**src/inc/rfa_pkg.sv**
```systemverilog
// Shared constants and types of the receive frame area writer
package rfa_pkg;
  // All-ones pointer marks an absent descriptor
  localparam logic [31:0] ALL_ONES = 32'hFFFF_FFFF;
  // Frame descriptor byte offsets
  localparam logic [31:0] FD_OFS_CMD = 32'h0000_0000;
  localparam logic [31:0] FD_OFS_LINK = 32'h0000_0004;
  localparam logic [31:0] FD_OFS_RBD = 32'h0000_0008;
  localparam logic [31:0] FD_OFS_CNT = 32'h0000_000C;
  localparam logic [31:0] FD_OFS_DATA = 32'h0000_0010;
  // Buffer descriptor byte offsets
  localparam logic [31:0] BD_OFS_CNT = 32'h0000_0000;
  localparam logic [31:0] BD_OFS_LINK = 32'h0000_0004;
  localparam logic [31:0] BD_OFS_BUF = 32'h0000_0008;
  localparam logic [31:0] BD_OFS_SIZE = 32'h0000_000C;
  // Field positions
  localparam int FD_B_EL = 31;
  localparam int FD_B_S = 30;
  localparam int FD_B_SF = 19;
  localparam int ST_C = 15;
  localparam int ST_B = 14;
  localparam int ST_OK = 13;
  localparam int CNT_EOF = 15;
  localparam int CNT_F = 14;
  localparam int SIZE_LSB = 16;
  localparam int BD_EL = 15;
  localparam int CNT_W = 14;
  // Register offsets
  localparam logic [11:0] REG_CTRL = 12'h000;
  localparam logic [11:0] REG_HEAD = 12'h004;
  localparam logic [11:0] REG_STAT = 12'h008;
  localparam logic [11:0] REG_NORES = 12'h00C;
  // Control register bits and the status register refused bit
  localparam int CTRL_START = 0;
  localparam int CTRL_SAVE_BAD = 1;
  localparam int CTRL_PROMISC = 2;
  localparam int CTRL_RESUME = 3;
  localparam int CTRL_MODE_LSB = 4;
  localparam int STAT_REFUSED = 4;
  typedef enum logic [1:0] {RFA_MODE_COMPAT, RFA_MODE_SEG32, RFA_MODE_LINEAR} rfa_mode_type;
  typedef enum logic [1:0] {RU_IDLE, RU_READY, RU_SUSP, RU_NORES} rfa_ru_type;
  // Memory master request and answer
  typedef struct packed {
    logic req;
    logic we;
    logic [31:0] addr;
    logic [31:0] wdata;
    logic [3:0] be;
  } rfa_mreq_type;
  typedef struct packed {
    logic ack;
    logic [31:0] rdata;
  } rfa_mrsp_type;
  // Received byte stream
  typedef struct packed {
    logic valid;
    logic [7:0] data;
    logic last;
    logic err;
    logic match;
  } rfa_rx_type;
  typedef struct packed {
    logic start;
    logic resume;
    logic save_bad;
    logic promisc;
    rfa_mode_type mode;
    logic [31:0] head;
  } rfa_cfg_type;
  typedef struct packed {
    rfa_ru_type ru;
    logic refused;
    logic [31:0] nores;
  } rfa_stat_type;
endpackage

```
**src/core/rfa_cnt.sv**
```systemverilog
// Saturating event counter
module rfa_cnt #(
  parameter int W = 32
) (
  input wire logic clk, // Clock
  input wire logic nrst, // Async reset, active low
  input wire logic inc, // Count pulse
  output logic [31:0] count // Counter value, zero extended
);
  import rfa_pkg::*;
  typedef struct packed {
    logic [W-1:0] c;
  } rfa_cnt_state_type;
  rfa_cnt_state_type r, n;

  // Width must fit the 32-bit read path
  if (W < 1 || W > 32) $error("rfa_cnt: W out of range");

  // Stick at all ones instead of wrapping
  always_comb
  begin
    n = r;
    if (inc && ~&r.c) n.c = r.c + 1'b1;
  end

  always_ff @(posedge clk or negedge nrst)
  begin
    if (!nrst) r <= '0;
    else r <= n;
  end

  assign count = 32'(r.c);
endmodule // rfa_cnt

```
**src/core/rfa_apb.sv**
```systemverilog
// APB register slave of the receive frame area writer
module rfa_apb (
  input wire logic clk, // Clock
  input wire logic nrst, // Async reset, active low
  input wire logic [11:0] paddr, // APB address
  input wire logic psel, // APB select
  input wire logic penable, // APB enable
  input wire logic pwrite, // APB direction
  input wire logic [31:0] pwdata, // APB write data
  input rfa_pkg::rfa_stat_type stat, // Block status
  output rfa_pkg::rfa_cfg_type cfg, // Control to the writer
  output logic [31:0] prdata, // APB read data
  output logic pready, // APB ready
  output logic pslverr // APB error
);
  import rfa_pkg::*;
  typedef struct packed {
    rfa_cfg_type cfg;
    logic [31:0] prdata;
    logic pready;
    logic pslverr;
  } rfa_apb_state_type;
  rfa_apb_state_type r, n;

  // Read data prepared in setup, writes land at the access edge
  always_comb
  begin
    n = r;
    n.cfg.start = 1'b0;
    n.cfg.resume = 1'b0;
    n.pready = psel && !penable;
    if (psel && !penable)
    begin
      n.prdata = '0;
      n.pslverr = 1'b0;
      if (paddr == REG_CTRL)
        n.prdata = {26'h0, r.cfg.mode, 1'b0, r.cfg.promisc, r.cfg.save_bad, 1'b0};
      else if (paddr == REG_HEAD)
        n.prdata = r.cfg.head;
      else if (paddr == REG_STAT)
        n.prdata = {27'h0, stat.refused, 2'b0, stat.ru};
      else if (paddr == REG_NORES)
        n.prdata = stat.nores;
      else
        n.pslverr = 1'b1;
    end
    if (psel && penable && r.pready && pwrite && !r.pslverr)
    begin
      if (paddr == REG_CTRL)
      begin
        n.cfg.start = pwdata[CTRL_START];
        n.cfg.resume = pwdata[CTRL_RESUME];
        n.cfg.save_bad = pwdata[CTRL_SAVE_BAD];
        n.cfg.promisc = pwdata[CTRL_PROMISC];
        n.cfg.mode = rfa_mode_type'(pwdata[CTRL_MODE_LSB +: 2]);
      end
      else if (paddr == REG_HEAD)
        n.cfg.head = pwdata;
    end
  end

  always_ff @(posedge clk or negedge nrst)
  begin
    if (!nrst) r <= '0;
    else r <= n;
  end

  assign cfg = r.cfg;
  assign prdata = r.prdata;
  assign pready = r.pready;
  assign pslverr = r.pslverr;
endmodule // rfa_apb

```
**src/core/rfa_writer.sv**
```systemverilog
// Receive frame area writer: stores frames into descriptor chains in memory
module rfa_writer #(
  parameter int NORES_CNT_W = 32
) (
  input wire logic clk, // Clock, 125 MHz
  input wire logic nrst, // Async reset, active low
  input wire logic [11:0] paddr, // APB address
  input wire logic psel, // APB select
  input wire logic penable, // APB enable
  input wire logic pwrite, // APB direction
  input wire logic [31:0] pwdata, // APB write data
  output logic [31:0] prdata, // APB read data
  output logic pready, // APB ready
  output logic pslverr, // APB error
  output rfa_pkg::rfa_mreq_type mem_req, // Memory request
  input rfa_pkg::rfa_mrsp_type mem_rsp, // Memory answer
  input rfa_pkg::rfa_rx_type rx, // Received bytes
  output logic rx_ready // Byte taken when high with valid
);
  import rfa_pkg::*;
  typedef enum logic [3:0] {
    IDLE, FD_HDR, FD_MARK, RB_FETCH, RX_WAIT, RX_PUT, RB_CLOSE,
    FR_END, FR_CNT, FR_DONE, FR_LINK, SUSP, NORES
  } rfa_st_type;
  typedef struct packed {
    rfa_st_type st;
    logic [1:0] idx;
    logic first;
    logic [31:0] fd_ptr;
    logic [31:0] fd_link;
    logic el;
    logic s;
    logic sf;
    logic [CNT_W-1:0] fd_size;
    logic [CNT_W-1:0] cnt;
    logic [31:0] rbd_ptr;
    logic [31:0] rbd_first;
    logic [31:0] rbd_link;
    logic [31:0] rbd_buf;
    logic [CNT_W-1:0] rbd_size;
    logic rbd_el;
    logic rbd_ok;
    logic [CNT_W-1:0] bcnt;
    logic used;
    logic eof;
    logic hold;
    logic [7:0] byte_r;
    logic last;
    logic err;
    logic nomatch;
    logic trunc;
    logic nores_pend;
    logic cnt_inc;
    logic refused;
    logic rx_ready;
    rfa_mreq_type mreq;
  } rfa_wr_state_type;
  rfa_wr_state_type r, n;
  rfa_cfg_type cfg;
  rfa_stat_type stat;
  logic [31:0] nores_cnt;
  logic done;
  logic bad;

  if (NORES_CNT_W < 1 || NORES_CNT_W > 32) $error("rfa_writer: NORES_CNT_W out of range");

  // Register slave
  rfa_apb u_apb (
    .clk(clk),
    .nrst(nrst),
    .paddr(paddr),
    .psel(psel),
    .penable(penable),
    .pwrite(pwrite),
    .pwdata(pwdata),
    .stat(stat),
    .cfg(cfg),
    .prdata(prdata),
    .pready(pready),
    .pslverr(pslverr)
  );

  // No-resource error counter
  rfa_cnt #(.W(NORES_CNT_W)) u_nores (
    .clk(clk),
    .nrst(nrst),
    .inc(r.cnt_inc),
    .count(nores_cnt)
  );

  // Memory request builders
  function automatic rfa_mreq_type mrd(input logic [31:0] a);
    rfa_mreq_type m;
    m = '0;
    m.req = 1'b1;
    m.addr = a;
    m.be = 4'hF;
    return m;
  endfunction

  function automatic rfa_mreq_type mwr(input logic [31:0] a, input logic [31:0] d,
                                       input logic [3:0] be);
    rfa_mreq_type m;
    m.req = 1'b1;
    m.we = 1'b1;
    m.addr = a;
    m.wdata = d;
    m.be = be;
    return m;
  endfunction

  // Byte store: little endian lane picked by low address bits
  function automatic rfa_mreq_type mbyte(input logic [31:0] a, input logic [7:0] b);
    return mwr({a[31:2], 2'b00}, {4{b}}, 4'(4'h1 << a[1:0]));
  endfunction

  // Status view for software
  always_comb
  begin
    stat.refused = r.refused;
    stat.nores = nores_cnt;
    case (r.st)
      IDLE: stat.ru = RU_IDLE;
      SUSP: stat.ru = RU_SUSP;
      NORES: stat.ru = RU_NORES;
      default: stat.ru = RU_READY;
    endcase
  end

  assign done = r.mreq.req && mem_rsp.ack;
  assign bad = r.err || r.trunc;

  // Main sequencer; one memory access at a time, each waits for ack
  always_comb
  begin
    n = r;
    n.cnt_inc = 1'b0;
    if (done) n.mreq.req = 1'b0;
    case (r.st)
      IDLE, SUSP, NORES:
      begin
        if (cfg.start)
        begin
          if (cfg.mode == RFA_MODE_COMPAT) n.refused = 1'b1;
          else
          begin
            n.refused = 1'b0;
            n.fd_ptr = cfg.head;
            n.first = 1'b1;
            n.idx = '0;
            n.st = FD_HDR;
          end
        end
        else if (cfg.resume && r.st == SUSP)
        begin
          n.idx = '0;
          n.st = r.sf ? FR_LINK : FD_HDR;
        end
      end
      // Read command, link, buffer pointer and size words
      FD_HDR:
      begin
        if (!r.mreq.req) n.mreq = mrd(r.fd_ptr + {28'h0, r.idx, 2'b00});
        if (done)
        begin
          case (r.idx)
            2'd0:
            begin
              n.el = mem_rsp.rdata[FD_B_EL];
              n.s = mem_rsp.rdata[FD_B_S];
              n.sf = mem_rsp.rdata[FD_B_SF];
            end
            2'd1: n.fd_link = mem_rsp.rdata;
            2'd2: if (r.first) n.rbd_ptr = mem_rsp.rdata;
            default: n.fd_size = mem_rsp.rdata[SIZE_LSB +: CNT_W];
          endcase
          n.idx = r.idx + 2'd1;
          if (r.idx == 2'd3) n.st = FD_MARK;
        end
      end
      // Busy written alone, command half untouched
      FD_MARK:
      begin
        if (!r.mreq.req) n.mreq = mwr(r.fd_ptr + FD_OFS_CMD, 32'(1 << ST_B), 4'h3);
        if (done)
        begin
          n.first = 1'b0;
          n.cnt = '0;
          n.bcnt = '0;
          n.used = 1'b0;
          n.trunc = 1'b0;
          n.err = 1'b0;
          n.nomatch = 1'b0;
          n.rbd_first = r.rbd_ptr;
          n.rbd_ok = 1'b0;
          n.idx = 2'd1;
          if (r.sf && r.rbd_ptr != ALL_ONES) n.st = RB_FETCH;
          else
          begin
            n.st = RX_WAIT;
            n.rx_ready = 1'b1;
          end
        end
      end
      // First buffer descriptor of a frame fetched ahead of its first byte, later ones while the held byte waits
      RB_FETCH:
      begin
        if (!r.mreq.req) n.mreq = mrd(r.rbd_ptr + {28'h0, r.idx, 2'b00});
        if (done)
        begin
          case (r.idx)
            2'd1: n.rbd_link = mem_rsp.rdata;
            2'd2: n.rbd_buf = mem_rsp.rdata;
            default:
            begin
              n.rbd_size = mem_rsp.rdata[CNT_W-1:0];
              n.rbd_el = mem_rsp.rdata[BD_EL];
            end
          endcase
          n.idx = r.idx + 2'd1;
          if (r.idx == 2'd3)
          begin
            n.rbd_ok = 1'b1;
            n.bcnt = '0;
            n.st = r.hold ? RX_PUT : RX_WAIT;
            n.rx_ready = !r.hold;
          end
        end
      end
      RX_WAIT:
      begin
        if (rx.valid && r.rx_ready)
        begin
          n.rx_ready = 1'b0;
          n.hold = 1'b1;
          n.byte_r = rx.data;
          n.last = rx.last;
          n.err = r.err || rx.err;
          n.nomatch = r.nomatch || (!rx.match && !cfg.promisc);
          n.st = RX_PUT;
        end
      end
      // Descriptor area first, then buffers, else drop
      RX_PUT:
      begin
        if (r.cnt < r.fd_size)
        begin
          if (!r.mreq.req) n.mreq = mbyte(r.fd_ptr + FD_OFS_DATA + 32'(r.cnt), r.byte_r);
          if (done) n.cnt = r.cnt + 1'b1;
        end
        else if (r.sf && r.rbd_ok && r.bcnt < r.rbd_size)
        begin
          if (!r.mreq.req) n.mreq = mbyte(r.rbd_buf + 32'(r.bcnt), r.byte_r);
          if (done) n.bcnt = r.bcnt + 1'b1;
        end
        else if (r.sf && r.rbd_ok)
        begin
          // A cut frame ends in the buffer that ran out
          n.eof = r.rbd_el || r.rbd_link == ALL_ONES;
          n.st = RB_CLOSE;
        end
        else
          n.trunc = 1'b1;
        if (done || (!(r.cnt < r.fd_size) && !(r.sf && r.rbd_ok)))
        begin
          n.hold = 1'b0;
          n.st = r.last ? FR_END : RX_WAIT;
          n.rx_ready = !r.last;
        end
      end
      // Buffer count word; end-of-frame only on the last one
      RB_CLOSE:
      begin
        if (!r.mreq.req)
          n.mreq = mwr(r.rbd_ptr + BD_OFS_CNT,
                       {16'h0, r.eof, 1'b1, r.bcnt}, 4'h3);
        if (done)
        begin
          n.used = 1'b1;
          if (r.rbd_el || r.rbd_link == ALL_ONES)
          begin
            n.rbd_ok = 1'b0;
            n.nores_pend = 1'b1;
          end
          else
            n.rbd_ptr = r.rbd_link;
          n.idx = 2'd1;
          if (!r.hold) n.st = FR_CNT;
          else if (r.rbd_el || r.rbd_link == ALL_ONES) n.st = RX_PUT;
          else n.st = RB_FETCH;
        end
      end
      FR_END:
      begin
        n.cnt_inc = r.trunc;
        if (r.nomatch || (bad && !cfg.save_bad))
        begin
          n.rbd_ptr = r.rbd_first;
          n.cnt = '0;
          n.bcnt = '0;
          n.used = 1'b0;
          n.trunc = 1'b0;
          n.err = 1'b0;
          n.nomatch = 1'b0;
          n.nores_pend = 1'b0;
          n.idx = 2'd1;
          n.rbd_ok = 1'b0;
          if (r.sf && r.rbd_first != ALL_ONES) n.st = RB_FETCH;
          else
          begin
            n.st = RX_WAIT;
            n.rx_ready = 1'b1;
          end
        end
        else if (r.sf && r.rbd_ok && (r.used || r.bcnt != '0))
        begin
          n.eof = 1'b1;
          n.st = RB_CLOSE;
        end
        else
          n.st = FR_CNT;
      end
      FR_CNT:
      begin
        if (!r.mreq.req)
          n.mreq = mwr(r.fd_ptr + FD_OFS_CNT, {16'h0, 1'b1, 1'b1, r.cnt}, 4'h3);
        if (done) n.st = FR_DONE;
      end
      // Complete and busy change in one write
      FR_DONE:
      begin
        if (!r.mreq.req)
          n.mreq = mwr(r.fd_ptr + FD_OFS_CMD,
                       32'((1 << ST_C) | (32'(!bad) << ST_OK)), 4'h3);
        if (done)
        begin
          n.idx = '0;
          if (r.nores_pend || r.el) n.st = NORES;
          else
          begin
            // Pointer moves on before a suspend, so resume starts afresh
            n.fd_ptr = r.fd_link;
            if (r.s) n.st = SUSP;
            else n.st = r.sf ? FR_LINK : FD_HDR;
          end
          n.nores_pend = 1'b0;
        end
      end
      FR_LINK:
      begin
        if (!r.mreq.req) n.mreq = mwr(r.fd_ptr + FD_OFS_RBD, r.rbd_ptr, 4'hF);
        if (done) n.st = FD_HDR;
      end
      default: n.st = IDLE;
    endcase
  end

  always_ff @(posedge clk or negedge nrst)
  begin
    if (!nrst) r <= '0;
    else r <= n;
  end

  assign mem_req = r.mreq;
  assign rx_ready = r.rx_ready;
endmodule // rfa_writer

```
**config.mk**
```make
export PLATFORM = sky130hd
export DESIGN_NAME = rfa_writer
export DESIGN_NICKNAME = d
export VERILOG_FILES = /design/src/inc/rfa_pkg.sv /design/src/core/rfa_cnt.sv /design/src/core/rfa_apb.sv /design/src/core/rfa_writer.sv
export SDC_FILE = /design/constraint.sdc
export NUM_CORES = 1
export LEC_CHECK = 0
export BUFFER_PORTS_ARGS = -buffer_cell sky130_fd_sc_hd__buf_2
export CAP_MARGIN = 25
export CORE_MARGIN = 4
export CORE_UTILIZATION = 56
export DETAILED_ROUTE_END_ITERATION = 16
export HOLD_SLACK_MARGIN = 0.06
export PLACE_DENSITY_LB_ADDON = 0.12
export SETUP_SLACK_MARGIN = 0.3
export SYNTH_ARGS = -nofsm -noshare
export SYNTH_HDL_FRONTEND = slang
export SYNTH_HIERARCHICAL = 1
export SYNTH_SLANG_ARGS = --single-unit
```
**constraint.sdc**
```tcl
create_clock -name clk -period 2.9 [get_ports clk]
set_clock_uncertainty 0.1 [all_clocks]
set_input_delay 0.58 -clock clk [delete_from_list [all_inputs] [get_ports clk]]
set_output_delay 0.58 -clock clk [all_outputs]
set_load 0.005 [all_outputs]
```
==> Flow_metrics.wiki <==
{| class="wikitable"
! Metric !! Value
|-
| Share of total power consumed by net switching || a little over two fifths
|-
| Element type at the critical path start || register
|-
| Reg clk slew, reported paths || 70 ps
|-
| Unrepaired setup endpoints after global routing || yes
|-
| Count of endpoints failing hold in the final timing report || 0
|-
| Die boundary height || between 200 and 250 um
|-
| Overall track demand over capacity in global routing || 41.3%
|-
| Die X-Extent || 229 um
|-
| Share of cells above drive strength 1 || a little over a third
|-
| Routed vias || 26,372
|-
| FFs w/ async S/R, synth || between 90% and 100%
|-
| Final WS setup || -145 ps
|-
| Min-Delay Startpoint || pwdata[13]
|-
| Worst reg2reg startpoint || r[248]
|-
| Number of enable-type register cells in the synthesized netlist || 0
|-
| Max H-tree Level || 2
|-
| # port buffers || about 200
|-
| Placeable core region || 0.0479 mm2
|-
| Worst min path class || input pin to register
|-
| # rows || 80
|-
| Crit path capture type || register
|-
| Net count of the finished layout || 3,465
|-
| Flop and latch count out of synthesis || 453
|-
| Maximum operating frequency || 328 MHz
|-
| Die area || 0.0522 mm2
|-
| Number of instances in the synthesized netlist || 2,808
|-
| Prevailing post-synth register cell || sky130_fd_sc_hd__dfrtp_1
|-
| Peak supply drop || 0.000743 V
|-
| Combinational fraction of design power || 49.0%
|-
| Initial cell density of the core || 56.8%
|-
| Number of iterations in the first detailed-routing pass || 10
|-
| Number of unique standard cell types used by synthesis || between 100 and 150
|-
| Final cell count without fillers || ~3,900
|-
| Total CTS buffers || between 40 and 50
|-
| Failing checks || negative setup slack
|-
| Clock tree buffer depth || 3
|-
| Final core occ || 73.1%
|-
| Critical Path Fanout Max || 5
|-
| Hold slack || 78.8 ps
|-
| Setup TNS after final layout || -2250 ps
|-
| Share of the cycle needed by the critical path after routing || 105%
|-
| Vias per inst || 6.69
|-
| Delay contributed by the slowest stage of the critical path || 420 ps
|-
| Sequence of cells on the critical path || buf_4 > buf_4 > ha_4 > a21oi_2 > o211ai_1 > a21boi_4 > buf_6 > buf_6 > buf_8 > o21a_4 > buf_6 > or4_4 > a21oi_2
|-
| Run status || finished with violations
|-
| Area Overhead vs Synth || 28.8%
|-
| Endpoint required time on the critical path || 3340 ps
|-
| Arrival time at the worst endpoint || between 3000 and 4000 ps
|-
| Detailed-placement wirelength estimate || 82,400 um
|-
| Insertion delay to the later sink of the worst-skew pair || between 600 and 700 ps
|-
| Wire length of the first global-routing pass || 165,000 um
|-
| Fraction of power consumed by sequential logic || 30.9%
|-
| Post-DR wirelength/cell || 28.4 um
|-
| Count of max-cap constraint violations || 0
|-
| CTS Root Cell || sky130_fd_sc_hd__clkbuf_16
|-
| Pint || 19,200 uW
|-
| Seq/Total Area, Yosys || 41.6%
|-
| Slowest stage cell on the critical path || sky130_fd_sc_hd__dfrtp_1
|-
| Final period demand of the worst path || between 3000 and 4000 ps
|-
| Number of nets in the synthesized netlist || about 3,000
|-
| Syn avg cell area || between 9 and 10 um2
|-
| Antenna violations before repair || 7
|-
| Sinks on the clock net || about 450
|-
| Via count of the first global-routing pass || ~26,000
|-
| Violation count after the first detailed-route iteration || 3,220
|-
| Most numerous cell on the critical path || sky130_fd_sc_hd__buf_6
|-
| Worst setup startpoint || r[248]
|-
| Rel. slew slack || 48.5%
|-
| Kind of critical path || register to register
|-
| GPL Wtd Cong || 1.02
|-
| Number of warning messages in the yosys log || 6
|-
| CTS tree || done
|-
| Post-detailed-route DRC marker count || 0
|-
| Static leakage power || 0.0159 uW
|-
| Setup violations, final || 42
|-
| Gr ovfl total || 0
|-
| Switching power || 13,900 uW
|-
| Worst Tran Pin Value || between 700 and 800 ps
|-
| Antenna-violating nets left || 0
|-
| Cell Count Post-Placement || 3,764
|-
| Power per Cell Area || 946 mW/mm2
|-
| Netlist area before placement || 0.0272 mm2
|-
| Final WL || 112,000 um
|-
| Number of top-level pins || a little under 200
|-
| Max-slew violation count || 0
|-
| Clock share of power || 20.1%
|-
| Largest net degree at the start of global routing || 76
|}
[flip-flops by register name, summed over array words and instances, names as in the netlist]
| signal | count |
|---|---|
| rx_ready | 1 |
| r | 278 |
| u_apb/pready | 1 |
| u_apb/pslverr | 1 |
| u_apb/prdata | 32 |
| mem_req | 70 |
| u_apb/cfg | 38 |
| u_nores/count | 32 |
[Yosys cell counts (30+ instances only)]
cell / n / area (um2)
sky130_fd_sc_hd__o211ai_1: 30 / 225
sky130_fd_sc_hd__a31oi_1: 39 / 244
sky130_fd_sc_hd__inv_1: 69 / 259
sky130_fd_sc_hd__xnor2_1: 51 / 447
sky130_fd_sc_hd__nor3_1: 36 / 180
sky130_fd_sc_hd__o21ai_0: 163 / 816
sky130_fd_sc_hd__mux2i_1: 103 / 1030
sky130_fd_sc_hd__clkbuf_1: 81 / 304
sky130_fd_sc_hd__mux2_2: 164 / 1850
sky130_fd_sc_hd__nor2_1: 190 / 713
sky130_fd_sc_hd__ha_1: 83 / 1040
sky130_fd_sc_hd__o31ai_1: 54 / 405
sky130_fd_sc_hd__nand4_1: 81 / 507
sky130_fd_sc_hd__dfrtp_1: 453 / 11300
sky130_fd_sc_hd__nand2_1: 278 / 1040
sky130_fd_sc_hd__and3_1: 31 / 194
sky130_fd_sc_hd__a21oi_1: 188 / 941
sky130_fd_sc_hd__nand3_1: 75 / 375
sky130_fd_sc_hd__buf_4: 78 / 586
sky130_fd_sc_hd__mux2_1: 33 / 372
sky130_fd_sc_hd__buf_2: 70 / 350
[through the flow]
step	total power (uW)	setup slack, ps	instance area [um2]
2_1_floorplan	17900	8.11	27400
3_3_place_gp	23500	-642	31000
3_5_place_dp	23800	-182	31000
4_1_cts	32000	-100	34300
5_1_grt	34500	-221	35100
6_report	33200	-145	35100
[power groups by stage]
stage                     logic [uW]  registers, uW  clock network (uW)
after floorplan                 8490           9410                   0
after global placement         13400          10000                   0
after detailed placement       13700          10100                   0
after CTS                      15200          10100                6700
after global routing           17100          10400                6990
final                          16300          10200                6670
[final timing paths]
check | end | slack, ps | cells after the start
max | r[91] | -140 | 13
min | u_apb/cfg[13] | 80 | 2
max reg2reg | r[91] | -140 | 13
min reg2reg | u_apb/prdata[3] | 390 | 2
max in group asynchronous | r[195] | 1430 | 3
min in group asynchronous | r[79] | 400 | 2
[cell usage in the layout, fill, tap and decap left out, types with 51 or more instances in the layout]
| master | synthesis | layout |
|---|---|---|
| sky130_fd_sc_hd__a21oi_1 | 188 | 165 |
| sky130_fd_sc_hd__buf_2 | 70 | 199 |
| sky130_fd_sc_hd__buf_4 | 78 | 373 |
| sky130_fd_sc_hd__dfrtp_1 | 453 | 447 |
| sky130_fd_sc_hd__ha_1 | 83 | 59 |
| sky130_fd_sc_hd__inv_1 | 69 | 57 |
| sky130_fd_sc_hd__mux2_2 | 164 | 162 |
| sky130_fd_sc_hd__mux2i_1 | 103 | 101 |
| sky130_fd_sc_hd__nand2_1 | 278 | 255 |
| sky130_fd_sc_hd__nand3_1 | 75 | 67 |
| sky130_fd_sc_hd__nand4_1 | 81 | 81 |
| sky130_fd_sc_hd__nor2_1 | 190 | 184 |
| sky130_fd_sc_hd__o21ai_0 | 163 | 146 |
| sky130_fd_sc_hd__xnor2_1 | 51 | 51 |
[cell families after synthesis]
group,count (synthesis),share of synthesized area (%)
and+or+nand+nor,865,16.2
DFF,453,41.6
buffers and inverters,309,5.81
xor gates and xnor gates,77,2.48
adders and majority gates,87,4.11
AOI/OAI and AO/OA,711,17.4
muxes,306,12.3
[timing repair]
| item | 4_1_cts | 5_1_grt |
|---|---|---|
| endpoints found under the setup margin | 134 | 142 |
| pin swaps | 113 | 42 |
| gates resized for setup | 225 | 105 |
| gates cloned | 7 | 1 |
| hold endpoints to repair | 58 | 0 |
| setup buffers | 45 | 22 |
| hold buffers | 9 | 0 |
[worst max-delay path, delay by kind of cell, from the launching register on]
| kind | cells | cell delay (ps) |
|---|---|---|
| buf+inv | 6 | 810 |
| simple gates | 1 | 420 |
| compound gates | 5 | 930 |
| flops | 1 | 420 |
| fa+ha+maj | 1 | 260 |
[layout make-up]
type                            instances  area (um2)
Multi-Input combinational cell       2047       15700
Fill cell                            3391       12900
Sequential cell                       453       11300
Timing Repair Buffer                  664        5230
Clock buffer                           72        1460
Tap cell                              615         769
Clock inverter                         19         263
Inverter                               69         259
Antenna cell                            2        5.00
[routing by layer]
layer  wire (um)  global-route usage, %  vias to the layer above
li1            -                      -                    11275
met1       43500                   56.3                    13049
met2       48700                   61.4                     1683
met3       13200                   11.0                      359
met4        6370                   19.7                        6
met5          41                      0                        -
(Power assumes the default switching activity.)
